===== config.mk =====
export PLATFORM = sky130hd
export DESIGN_NAME = multiply_divide_coprocessor
export DESIGN_NICKNAME = d
export VERILOG_FILES = /design/src/hw/mdu_pkg.sv /design/src/hw/multiply_divide_coprocessor.sv /design/src/hw/mdu_engine.sv
export SDC_FILE = /design/constraint.sdc
export NUM_CORES = 1
export LEC_CHECK = 0
export BUFFER_PORTS_ARGS = -buffer_cell sky130_fd_sc_hd__buf_2
export CAP_MARGIN = 15
export CELL_PAD_IN_SITES_DETAIL_PLACEMENT = 1
export CELL_PAD_IN_SITES_GLOBAL_PLACEMENT = 2
export CORE_ASPECT_RATIO = 0.7
export CORE_MARGIN = 2
export CORE_UTILIZATION = 30
export CTS_CLUSTER_SIZE = 40
export DETAILED_ROUTE_END_ITERATION = 10
export GPL_TIMING_DRIVEN = 0
export PLACE_DENSITY_LB_ADDON = 0.05
export SLEW_MARGIN = 0
export SYNTH_ARGS = -nofsm -noshare
export SYNTH_HDL_FRONTEND = slang
export SYNTH_SLANG_ARGS = --single-unit
export TNS_END_PERCENT = 50

===== constraint.sdc =====
create_clock -name CLK -period 18.4 [get_ports CLK]
set_input_delay 1.84 -clock CLK [delete_from_list [all_inputs] [get_ports CLK]]
set_output_delay 1.84 -clock CLK [all_outputs]
set_load 0.05 [all_outputs]

===== src/hw/mdu_pkg.sv =====
// constants and types shared by the multiply/divide co-processor files
// assumes a single core clock and byte-wide special function register accesses
package muldiv_pkg;
  // ---------------------------------------------------------------
  // register addresses
  // ---------------------------------------------------------------
  localparam logic [7:0] ADDR_BYTE0 = 8'he9;
  localparam logic [7:0] ADDR_BYTE1 = 8'hea;
  localparam logic [7:0] ADDR_BYTE2 = 8'heb;
  localparam logic [7:0] ADDR_BYTE3 = 8'hec;
  localparam logic [7:0] ADDR_BYTE4 = 8'hed;
  localparam logic [7:0] ADDR_BYTE5 = 8'hee;
  localparam logic [7:0] ADDR_CTRL = 8'hef;
  // ---------------------------------------------------------------
  // control/status field positions and reset values
  // ---------------------------------------------------------------
  localparam int BIT_MDEF = 7;
  localparam int BIT_MDOV = 6;
  localparam int BIT_SLR = 5;
  localparam int CNT_MSB = 4;
  localparam logic [7:0] CTRL_RESET = 8'h00;
  localparam logic [7:0] MD_RESET = 8'h00;
  // ---------------------------------------------------------------
  // execution cycle counts and bit step counts
  // ---------------------------------------------------------------
  localparam logic [4:0] CYC_DIV32 = 5'h11;
  localparam logic [4:0] CYC_DIV16 = 5'h09;
  localparam logic [4:0] CYC_MUL = 5'h0b;
  localparam logic [4:0] CYC_SHIFT_BASE = 5'h02;
  localparam logic [4:0] CYC_NORM_BASE = 5'h03;
  localparam logic [5:0] STEPS_DIV32 = 6'h20;
  localparam logic [5:0] STEPS_16 = 6'h10;
  // ---------------------------------------------------------------
  // operations and engine states
  // ---------------------------------------------------------------
  typedef enum logic [4:0] {
    OP_DIV32 = 5'b00001,
    OP_DIV16 = 5'b00010,
    OP_MUL = 5'b00100,
    OP_SHIFT = 5'b01000,
    OP_NORM = 5'b10000
  } op_t;
  typedef enum logic [1:0] {
    ENG_IDLE = 2'b01,
    ENG_RUN = 2'b10
  } eng_st_t;
endpackage : muldiv_pkg


===== src/hw/multiply_divide_coprocessor.sv =====
// multiply/divide co-processor behind seven byte-wide special function registers
// assumes one write or read strobe per cycle from core logic on the same clock
`timescale 1ns/100ps
module multiply_divide_coprocessor (
  // clock, reset, enable
  input wire logic CLK,
  input wire logic RESET_N,
  input wire logic CE,
  // register access
  input wire logic [7:0] SFR_ADDR,
  input wire logic SFR_WR,
  input wire logic SFR_RD,
  input wire logic [7:0] SFR_WDATA,
  output logic [7:0] SFR_RDATA,
  // status
  output logic BUSY,
  output logic RESULT_PENDING
);
  import muldiv_pkg::*;

  // ---------------------------------------------------------------
  // state
  // ---------------------------------------------------------------
  typedef struct packed {
    logic [5:0][7:0] md;   // operand/result bytes
    logic mdef;            // error flag
    logic mdov;            // overflow flag
    logic slr;             // shift direction
    logic [4:0] shift_cnt; // shift count field
    logic load_on;         // load sequence open
    logic seen23;          // byte2 or byte3 written
    logic last4;           // byte4 written after byte1
    logic busy;            // engine running
    logic pend;            // results not yet fully read
    logic pend_div;        // last read is byte5
    op_t op;               // running operation
    logic [7:0] rdata;     // read data
  } top_t;

  top_t s;
  top_t next_s;
  logic start;             // start pulse to engine
  logic abort;             // abort pulse to engine
  op_t sel_op;             // operation chosen by write order
  logic in_md;             // address hits an operand byte
  logic [2:0] idx;         // operand byte index
  logic wr_byte0;          // write to byte0
  logic eng_done;
  logic eng_ovf;
  logic [47:0] eng_res;
  logic [4:0] eng_cnt;

  assign in_md = (SFR_ADDR >= ADDR_BYTE0) && (SFR_ADDR <= ADDR_BYTE5);
  assign idx = 3'(SFR_ADDR - ADDR_BYTE0);
  assign wr_byte0 = SFR_WR && (SFR_ADDR == ADDR_BYTE0);

  // ---------------------------------------------------------------
  // sequencing and register file
  // ---------------------------------------------------------------
  always_comb begin
    next_s = s;
    start = 1'b0;
    abort = 1'b0;
    sel_op = OP_SHIFT;
    if (eng_done) begin
      next_s.md = eng_res;
      next_s.mdov = eng_ovf;
      if (s.op == OP_NORM) next_s.shift_cnt = eng_cnt;
      next_s.busy = 1'b0;
      next_s.pend = 1'b1;
      next_s.pend_div = (s.op == OP_DIV32) || (s.op == OP_DIV16);
    end
    if (SFR_WR) begin
      if (wr_byte0) begin
        // new start while busy or unread
        if (s.busy || s.pend) begin
          next_s.mdef = 1'b1;
        end else begin
          // flags clear at a byte0 write while idle and read; mdov also takes the engine's overflow when it finishes
          next_s.mdef = 1'b0;
          next_s.mdov = 1'b0;
        end
        abort = s.busy;
        next_s.busy = 1'b0;
        next_s.pend = 1'b0;
        next_s.md[0] = SFR_WDATA;
        next_s.load_on = 1'b1;
        next_s.seen23 = 1'b0;
        next_s.last4 = 1'b0;
      end else if (in_md && SFR_ADDR != ADDR_BYTE5 && !s.busy) begin
        next_s.md[idx] = SFR_WDATA;
        if (s.load_on) begin
          if (SFR_ADDR == ADDR_BYTE2 || SFR_ADDR == ADDR_BYTE3) next_s.seen23 = 1'b1;
          if (SFR_ADDR == ADDR_BYTE4) next_s.last4 = 1'b1;
          if (SFR_ADDR == ADDR_BYTE1) next_s.last4 = 1'b0;
        end
      end else if (SFR_ADDR == ADDR_BYTE5 && !s.busy) begin
        next_s.md[5] = SFR_WDATA;
        if (s.load_on) begin
          start = 1'b1;
          sel_op = s.seen23 ? OP_DIV32 : (s.last4 ? OP_DIV16 : OP_MUL);
        end
      end else if (SFR_ADDR == ADDR_CTRL && !s.busy) begin
        next_s.slr = SFR_WDATA[BIT_SLR];
        next_s.shift_cnt = SFR_WDATA[CNT_MSB:0];
        if (s.load_on) begin
          start = 1'b1;
          sel_op = (SFR_WDATA[CNT_MSB:0] == 5'h00) ? OP_NORM : OP_SHIFT;
        end
      end
    end
    if (start) begin
      next_s.busy = 1'b1;
      next_s.load_on = 1'b0;
      next_s.pend = 1'b0;
      next_s.op = sel_op;
    end
    // read mux; unmapped addresses read zero
    if (SFR_RD) begin
      if (in_md) next_s.rdata = s.md[idx];
      else if (SFR_ADDR == ADDR_CTRL) next_s.rdata = {s.mdef, s.mdov, s.slr, s.shift_cnt};
      else next_s.rdata = 8'h00;
      if (s.pend && SFR_ADDR == (s.pend_div ? ADDR_BYTE5 : ADDR_BYTE3)) next_s.pend = 1'b0;
    end
  end

  // ---------------------------------------------------------------
  // engine
  // ---------------------------------------------------------------
  muldiv_engine u_engine (
    .clk(CLK),
    .reset_n(RESET_N),
    .ce(CE),
    .start(start),
    .abort(abort),
    .op(sel_op),
    .opnd(next_s.md),
    .shift_cnt(next_s.shift_cnt),
    .slr(next_s.slr),
    .done(eng_done),
    .ovf(eng_ovf),
    .res(eng_res),
    .cnt(eng_cnt)
  );

  // state register; reset clears control/status
  always_ff @(posedge CLK or negedge RESET_N) begin
    if (!RESET_N) begin
      s <= '{md: {6{MD_RESET}}, mdef: CTRL_RESET[BIT_MDEF], mdov: CTRL_RESET[BIT_MDOV],
             slr: CTRL_RESET[BIT_SLR], shift_cnt: CTRL_RESET[CNT_MSB:0], load_on: 1'b0,
             seen23: 1'b0, last4: 1'b0, busy: 1'b0, pend: 1'b0, pend_div: 1'b0,
             op: OP_SHIFT, rdata: 8'h00};
    end else if (CE) begin
      s <= next_s;
    end
  end

  assign SFR_RDATA = s.rdata;
  assign BUSY = s.busy;
  assign RESULT_PENDING = s.pend;
endmodule : multiply_divide_coprocessor


===== src/hw/mdu_engine.sv =====
// iterative arithmetic engine, two bit steps per clock
// assumes start only while idle; operands are stable in the start cycle
`timescale 1ns/100ps
module muldiv_engine (
  // clock, reset, enable
  input wire logic clk,
  input wire logic reset_n,
  input wire logic ce,
  // control
  input wire logic start,
  input wire logic abort,
  input wire muldiv_pkg::op_t op,
  input wire logic [47:0] opnd,
  input wire logic [4:0] shift_cnt,
  input wire logic slr,
  // results
  output logic done,
  output logic ovf,
  output logic [47:0] res,
  output logic [4:0] cnt
);
  import muldiv_pkg::*;

  // whole engine state
  typedef struct packed {
    eng_st_t st;
    op_t op;
    logic slr;
    logic [15:0] dvs;
    logic [31:0] acc;
    logic [16:0] hi;
    logic [5:0] steps;
    logic [4:0] lat;
    logic [4:0] cnt;
  } eng_t;

  eng_t s;
  eng_t next_s;

  // ---------------------------------------------------------------
  // helpers
  // ---------------------------------------------------------------
  // leading zeros, capped at 31 for a zero operand
  function automatic logic [4:0] lead_zeros(input logic [31:0] v);
    logic [4:0] n;
    logic hit;
    n = 5'h00;
    hit = 1'b0;
    for (int i = 31; i > 0; i--) begin
      if (!hit) begin
        if (v[i]) hit = 1'b1;
        else n = n + 5'h01;
      end
    end
    return n;
  endfunction : lead_zeros

  // half of a count, rounded up
  function automatic logic [4:0] half_up(input logic [4:0] v);
    logic [5:0] t;
    t = {1'b0, v} + 6'h01;
    return t[5:1];
  endfunction : half_up

  // one bit step of the running operation
  function automatic eng_t step(input eng_t w);
    eng_t r;
    logic [16:0] t;
    logic [16:0] sum;
    r = w;
    t = 17'h00000;
    sum = 17'h00000;
    if (w.steps != 6'h00) begin
      r.steps = w.steps - 6'h01;
      case (w.op)
        // restoring division step
        OP_DIV32, OP_DIV16: begin
          t = {w.hi[15:0], w.acc[31]};
          if (t >= {1'b0, w.dvs}) begin
            r.hi = t - {1'b0, w.dvs};
            r.acc = {w.acc[30:0], 1'b1};
          end else begin
            r.hi = t;
            r.acc = {w.acc[30:0], 1'b0};
          end
        end
        // shift-add multiplication step
        OP_MUL: begin
          sum = {1'b0, w.hi[15:0]} + (w.acc[0] ? {1'b0, w.dvs} : 17'h00000);
          r.hi = {1'b0, sum[16:1]};
          r.acc = {16'h0000, sum[0], w.acc[15:1]};
        end
        OP_SHIFT, OP_NORM: begin
          r.acc = w.slr ? {1'b0, w.acc[31:1]} : {w.acc[30:0], 1'b0};
        end
        default: r.steps = 6'h00;
      endcase
    end
    return r;
  endfunction : step

  // ---------------------------------------------------------------
  // next state
  // ---------------------------------------------------------------
  always_comb begin
    next_s = s;
    case (s.st)
      // load operands and cycle budget
      ENG_IDLE: begin
        if (start) begin
          next_s.st = ENG_RUN;
          next_s.op = op;
          next_s.slr = slr && (op == OP_SHIFT);
          next_s.hi = 17'h00000;
          next_s.cnt = 5'h00;
          next_s.dvs = opnd[47:32];
          next_s.acc = opnd[31:0];
          case (op)
            OP_DIV32: begin
              next_s.steps = STEPS_DIV32;
              next_s.lat = CYC_DIV32 - 5'h01;
            end
            OP_DIV16: begin
              next_s.acc = {opnd[15:0], 16'h0000};
              next_s.steps = STEPS_16;
              next_s.lat = CYC_DIV16 - 5'h01;
            end
            OP_MUL: begin
              next_s.acc = {16'h0000, opnd[15:0]};
              next_s.steps = STEPS_16;
              next_s.lat = CYC_MUL - 5'h01;
            end
            OP_SHIFT: begin
              next_s.steps = {1'b0, shift_cnt};
              next_s.lat = CYC_SHIFT_BASE + half_up(shift_cnt) - 5'h01;
            end
            default: begin
              next_s.cnt = lead_zeros(opnd[31:0]);
              next_s.steps = {1'b0, next_s.cnt};
              next_s.lat = CYC_NORM_BASE + half_up(next_s.cnt) - 5'h01;
            end
          endcase
        end
      end
      // two steps per cycle until the budget runs out
      ENG_RUN: begin
        if (abort || s.lat == 5'h00) begin
          next_s.st = ENG_IDLE;
        end else begin
          next_s = step(step(s));
          next_s.lat = s.lat - 5'h01;
        end
      end
      default: next_s.st = ENG_IDLE;
    endcase
  end

  // ---------------------------------------------------------------
  // result mapping
  // ---------------------------------------------------------------
  assign done = (s.st == ENG_RUN) && (s.lat == 5'h00);
  assign cnt = s.cnt;

  // overflow on zero divisor or wide product
  always_comb begin
    res = {s.hi[15:0], s.acc};
    ovf = 1'b0;
    case (s.op)
      OP_DIV32: ovf = (s.dvs == 16'h0000);
      OP_DIV16: begin
        res = {s.hi[15:0], 16'h0000, s.acc[15:0]};
        ovf = (s.dvs == 16'h0000);
      end
      OP_MUL: begin
        res = {s.dvs, s.hi[15:0], s.acc[15:0]};
        ovf = (s.hi[15:0] != 16'h0000);
      end
      default: res = {s.dvs, s.acc};
    endcase
  end

  // state register, frozen while ce is low
  always_ff @(posedge clk or negedge reset_n) begin
    if (!reset_n) begin
      s <= '{st: ENG_IDLE, op: OP_SHIFT, slr: 1'b0, dvs: 16'h0000, acc: 32'h00000000,
             hi: 17'h00000, steps: 6'h00, lat: 5'h00, cnt: 5'h00};
    end else if (ce) begin
      s <= next_s;
    end
  end
endmodule : muldiv_engine


Yosys cells after proc, flatten, opt, wreduce, memory -nomap -nowiden
Index checks and enable logic that the tools add are counted.
Storage, ports and cells
  bits in registers: 164
  output and inout bits: 10
  logic and storage cells: 531
Cells by class
  add/sub/neg operators: 44
  magnitude comparators: 6
  equality and inequality tests: 26
  mux-type cells: 385
  bitwise gates (word level): 1
  reductions and logical operators: 42
Operators with widths (count)
  5-bit 2-to-1 mux: 163
  55-bit 2-to-1 mux: 4
  32-bit one-hot mux with 3 select lines: 2
  87-bit one-hot mux with 2 select lines: 1
  1-bit 2-to-1 mux: 168
  5-bit by 1-bit adder with 5-bit output, second input constant: 30
  48-bit one-hot mux with 3 select lines: 1
  89-bit 2-to-1 mux: 1
  40-bit 2-to-1 mux: 2
  17-bit one-hot mux with 2 select lines: 2
  65-bit 2-to-1 mux: 1
  32-bit 2-to-1 mux: 2
  32-bit one-hot mux with 2 select lines: 1
  61-bit 2-to-1 mux: 1
  8-bit == test, second input constant: 7
  8-bit 2-to-1 mux: 7
  48-bit bitwise mux: 1
  48-bit 2-to-1 mux: 1
  11-bit one-hot mux with 4 select lines: 1
  18-bit 2-to-1 mux: 2
  6-bit 2-to-1 mux: 6
  16-bit by 17-bit adder with 17-bit output: 2
  17-bit by 16-bit greater-or-equal comparator with 1-bit output: 2
  17-bit by 16-bit subtractor with 17-bit output: 2
  other kinds (45): 94

Logic depth before layout (Yosys ltp)
  depth in word-level cells: 199
  depth in mapped cells: 97
  mapped depth without buffers: 92

Modules after synthesis
From an unflattened synthesis, not the netlist that was laid out.
Second synthesis, totals
  cell total of the unflattened synthesis: 2520
  area total of the unflattened synthesis: 18934.4 µm²
By module, submodules not included
  muldiv_engine: times used 1, cells each 1840, area each 13396.6 µm²
  multiply_divide_coprocessor: times used 1, cells each 680, area each 5537.8 µm²

Least setup slack after synthesis
No wires, ideal clock.
  kind: input to register
  from: in SFR_ADDR[0]
  to: reg u_engine.s[8] (netlist bit)
  arrival: 17.824 ns
  data required time: 18.280 ns
  path slack: 0.456 ns
  cell stages on the path: 94
  path through: buf_1 inv_1 ha_1 or3_4 a2111o_1 nor3_4 buf_4 nor3_1 a21oi_1 inv_1 ha_1 clkbuf_1 inv_1 a21oi_1 ha_1 mux2i_1 a21o_1 a21oi_1 [... 58 more ...] mux2i_1 o21ai_0 ha_1 nand2_1 a21oi_1 a21oi_1 nor2_1 o21bai_1 a31oi_1 a21oi_1 inv_1 ha_1 xor2_1 ha_1 xnor2_1 xnor2_1 o221ai_1 o211a_1
On the way
  word-level cells in the longest chain between the ends: 199
  elaborated cells on any way between the ends: 389
  those cells by class: add/sub: 37; order compare: 4; eq/ne: 10; mux: 329; reduce/logical: 9
Ends and longest elaborated chain
  start, declared: RTL line multiply_divide_coprocessor.sv:10  | input wire logic [7:0] SFR_ADDR,
  3-bit by 1-bit subtractor with 3-bit output: RTL line multiply_divide_coprocessor.sv:54  | assign idx = 3'(SFR_ADDR - ADDR_BYTE0);
  3-bit by 4-bit < comparator with 1-bit output (not written as such) / 3-bit by 1-bit greater-or-equal comparator with 1-bit output (equally long branches): RTL line multiply_divide_coprocessor.sv:91  | next_s.md[idx] = SFR_WDATA;
  1-bit logical AND (not written as such): RTL line multiply_divide_coprocessor.sv:91
  8-bit 2-to-1 mux (not written as such): RTL line multiply_divide_coprocessor.sv:91
  8-bit demux with 3-bit select: RTL line multiply_divide_coprocessor.sv:91
  48-bit bitwise mux: RTL line multiply_divide_coprocessor.sv:91
  40-bit 2-to-1 mux: RTL line multiply_divide_coprocessor.sv:90  | end else if (in_md && SFR_ADDR != ADDR_BYTE5 && !s.busy) begin
  40-bit 2-to-1 mux: RTL line multiply_divide_coprocessor.sv:74  | if (wr_byte0) begin
  [... 183 more ...]
  5-bit 2-to-1 mux: RTL line mdu_engine.sv:110  | if (start) begin
  5-bit 2-to-1 mux: RTL line mdu_engine.sv:107  | case (s.st)
  5-bit by 1-bit adder with 6-bit output: RTL line mdu_engine.sv:61  | t = {1'b0, v} + 6'h01;
  2-bit by 5-bit adder with 5-bit output: RTL line mdu_engine.sv:140  | next_s.lat = CYC_NORM_BASE + half_up(next_s.cnt) - 5'h01;
  5-bit by 1-bit subtractor with 5-bit output: RTL line mdu_engine.sv:140
  11-bit one-hot mux with 4 select lines: RTL line mdu_engine.sv:118  | case (op)
  89-bit 2-to-1 mux: RTL line mdu_engine.sv:110
  87-bit one-hot mux with 2 select lines: RTL line mdu_engine.sv:107
  end signal, assigned: RTL line mdu_engine.sv:185  | s <= '{st: ENG_IDLE, op: OP_SHIFT, slr: 1'b0, dvs: 16'h0000, acc: 32'h00000000,
  end signal, assigned: RTL line mdu_engine.sv:188  | s <= next_s;
  end, declared: RTL line mdu_engine.sv:37  | eng_t s;
Several ways; a longest one is shown, not always the timed one. The select of a mux whose other input is x is not followed.
A chain may end at the register's enable or synchronous reset.

Worst setup path after layout
  from: in SFR_ADDR[0]
  to: reg u_engine.s[7] (netlist bit)
The elaborated chain is that of the path after synthesis.

==> results.toml <==
[synthesis]
synth-simple-area-share_pct = 21.62
synth_most_common_cell = "nand2_1"
syn-num-nets = 2636
synthAdderAreaFrac_pct = 7.673
netlist_top_cells_count = "nand2_1, nor2_1, o21ai_0, a21oi_1, dfrtp_1"
syn_area_per_cell_um2 = 7.541
synth_cell_type_count = 112
async_reset_ff_share_pct = 100.0
synth_cells = 2504
synth_top_family_by_area = "compound AO/OA/AOI/OAI gates"
synth_top_area_cell = "dfrtp_1"
synthXorXnorAreaFrac_pct = 6.540
synth-edff-count = 0
synth_area_leaders = "dfrtp_1, ha_1, o21ai_0"
synth-seq-cells = 163
syn_area_um2 = 18880
synth_flop_cell = "dfrtp_1"
synth_compound_area_share_pct = 29.60
synth.top_cell.area_share_pct = 21.20
yosysWarningCount = 0
ys_seq_area_share_pct = 21.62
synthMuxAreaShare_pct = 6.977

[critical_path]
cp_num_cells = 88
ff2ff_path_depth = 93
required_ns = 18.77
critPathMaxStageDelay_ns = 0.92
r2r-end = "u_engine.s[7]"
r2r_setup_slack_ns = 1.79
cp_max_fo = 9
arrival_ns = 17.85
r2r_start = "u_engine.s[5]"
crit_top_cell = "ha_1"
worstPathBufferInverterCount = 7
slowest_stage = "a21boi_1"
worstSetupPathType = "in -> reg"
start_kind = "input port"
cp_top_family = "compound AO/OA/AOI/OAI gates"
critPathCaptureType = "flop"

[clocking]
clk_pin_slew_ns = 0.08
clk_latency_ns = 0.49
htreeDepth = 4
cts_tree = "yes"
cts_root_buf = "clkbuf_16"
numCtsBuffers = 17
clock_path_buffers = 2
numClockSinks = 163

[sta]
finalClockSkew_ns = 0.01535
hold_slack_ns = 0.5032
max_slew_margin_pct = 17.01
fmax_ghz = 0.05719
finalHoldViolations = 0
setup_violations = 0
fin_setup_tns_ns = 0
max_slew.worst_pin.slew_ns = 1.210
slew_viol_final = 0
setup_slack_ns = 0.9157
fin_crit_sh_pct = 95.02
fin_crit_ns = 17.48

[layout]
fin_nets = 2736
layout.filler_cells = 7548
drive_gt1_share_pct = 11.96
synthToLayoutAreaGrowth_pct = 13.99

[floorplanning]
io_pins = 31
coreArea_um2 = 61900
fp.dieW_um = 303.9
start_util_pct = 30.50
die_area_um2 = 65000
fp-row-count = 76
die_h_um = 213.9

[route]
wl_um = 96900
num_vias = 20800
drc = 0
drt_pass1_iterations = 5
drt_iter0_drc = 2191
vias_per_cell = 6.051
ant_nets = 0
wl_per_cell_um = 28.19

[global_routing]
grt_use_met2_pct = 38.25
grt_pass1_wl_um = 141500
grt_remaining_overflow = 0
gr-usage-met3_pct = 3.582
first_global_vias = 20070
grt_max_degree = 102
top_usage_layer = "met1"
track_usage_pct = 29.13
antenna_found_initial = 2
grt_util_met1_pct = 49.40

[pwr]
leakage_nw = 8.458
power_per_cell_area_nw_per_um2 = 85.92
vdd_ir_drop_max_mv = 0.07645

[placement]
dpl.hpwl_um = 77410
port_buffers = 24
routabilityCongestion = 0.9143
dp_slack_ns = -4.201

[min_path]
holdCritPathClass = "reg -> reg"
min_to = "s[11]"
whs_path_depth = 2
min_from = "s[11]"

[outcome]
outcome = "finished, final reports clean"

[run]
max-cap-violations = 0
[power breakdown]
part           switching [mW]  leakage (nW)  internal [mW]  total (mW)
Combinational           0.570          6.16          0.307       0.877
Sequential              0.143          2.01          0.436       0.579
Clock                   0.209         0.291          0.185       0.394
Total                   0.922          8.46          0.927        1.85
[state kept, by name, summed over array words and instances, names as in the netlist]
signal / cells
SFR_RDATA: 8
s: 65
RESULT_PENDING: 1
u_engine.s: 83
u_engine.cnt: 5
BUSY: 1
[how the worst max path moves through the flow]
stage | from | endpoint | slack (ns)
CTS | SFR_ADDR[0] | u_engine.s[7] | 0.07
floorplan | SFR_ADDR[0] | u_engine.s[8] | 0.46
global placement | SFR_ADDR[0] | u_engine.s[7] | -4.07
finish | SFR_ADDR[0] | u_engine.s[7] | 0.92
global route | SFR_ADDR[0] | u_engine.s[7] | -0.1
detailed placement | SFR_ADDR[0] | u_engine.s[7] | -4.20
[timing repair]
item	in CTS	in global routing
hold buffers	0	0
buffers inserted	24	26
setup endpoints to repair	13	9
resized for setup	42	50
gates cloned	0	0
pin swaps	17	37
[per-layer routing]
layer | wire length [um] | share of wire [%] | vias up
li1 | - | - | 9373
met4 | 875 | 0.90 | 2
met2 | 36360 | 38 | 677
met5 | 12 | 0.012 | -
met3 | 6833 | 7.1 | 48
met1 | 52820 | 55 | 10700
[area by class of cell]
cell class	count	area [um2]	area share, %
inverters	106	407.9	1.895
repair buffers	83	599.3	2.784
multi-input cells	2071	14050	65.26
clock inverters	15	180.2	0.8371
clock buffers	17	425.4	1.976
diodes	1	2.502	0.01163
flip-flops and latches	163	4083	18.97
well taps	819	1025	4.761
plain buffers	162	755.7	3.511
[through the flow]
step                      total power [mW]  instance area (um2)  util [%]  cells
after CTS                            1.793                21050     34.00   3406
after global placement               1.357                20030     32.35   3347
after floorplan                      1.035                18880         -   2504
final                                1.849                21520     34.77   3437
after global routing                 1.939                21520     34.77   3436
after detailed placement             1.378                20100     32.47   3352
[worst reg2reg max path, delay by kind of cell (launching register included)]
| kind | cells | cell delay, ns |
|---|---|---|
| compound gates | 40 | 6.23 |
| mux | 6 | 1.03 |
| fa+ha+maj | 17 | 4.44 |
| flops | 1 | 0.41 |
| simple gates | 17 | 2.63 |
| buf+inv | 8 | 1.00 |
| xor+xnor | 5 | 0.75 |
[logic make-up (layout without fill, tap and decap cells)]
| logic type | count (synthesis) | after routing |
|---|---|---|
| AOI/OAI and AO/OA | 853 | 853 |
| xor gates and xnor gates | 123 | 123 |
| adders and majority gates | 114 | 114 |
| buffers and inverters | 270 | 383 |
| DFF | 163 | 163 |
| muxes | 126 | 126 |
| other | 0 | 1 |
| and+or+nand+nor | 855 | 855 |
[placed cells by master, fill, tap and decap left out, drive strengths merged, types with 26 or more instances in the layout]
master / count
buf: 122
nor2: 272
a21o: 30
xnor2: 88
o22ai: 36
a221o: 26
mux2: 30
nand2: 277
a31oi: 45
nor3: 54
a21oi: 210
and2: 50
nand3: 63
o21ai: 236
mux2i: 96
a221oi: 34
dfrtp: 160
ha: 107
clkbuf: 140
inv: 113
xor2: 31
Power figures use the tool's default switching activity.
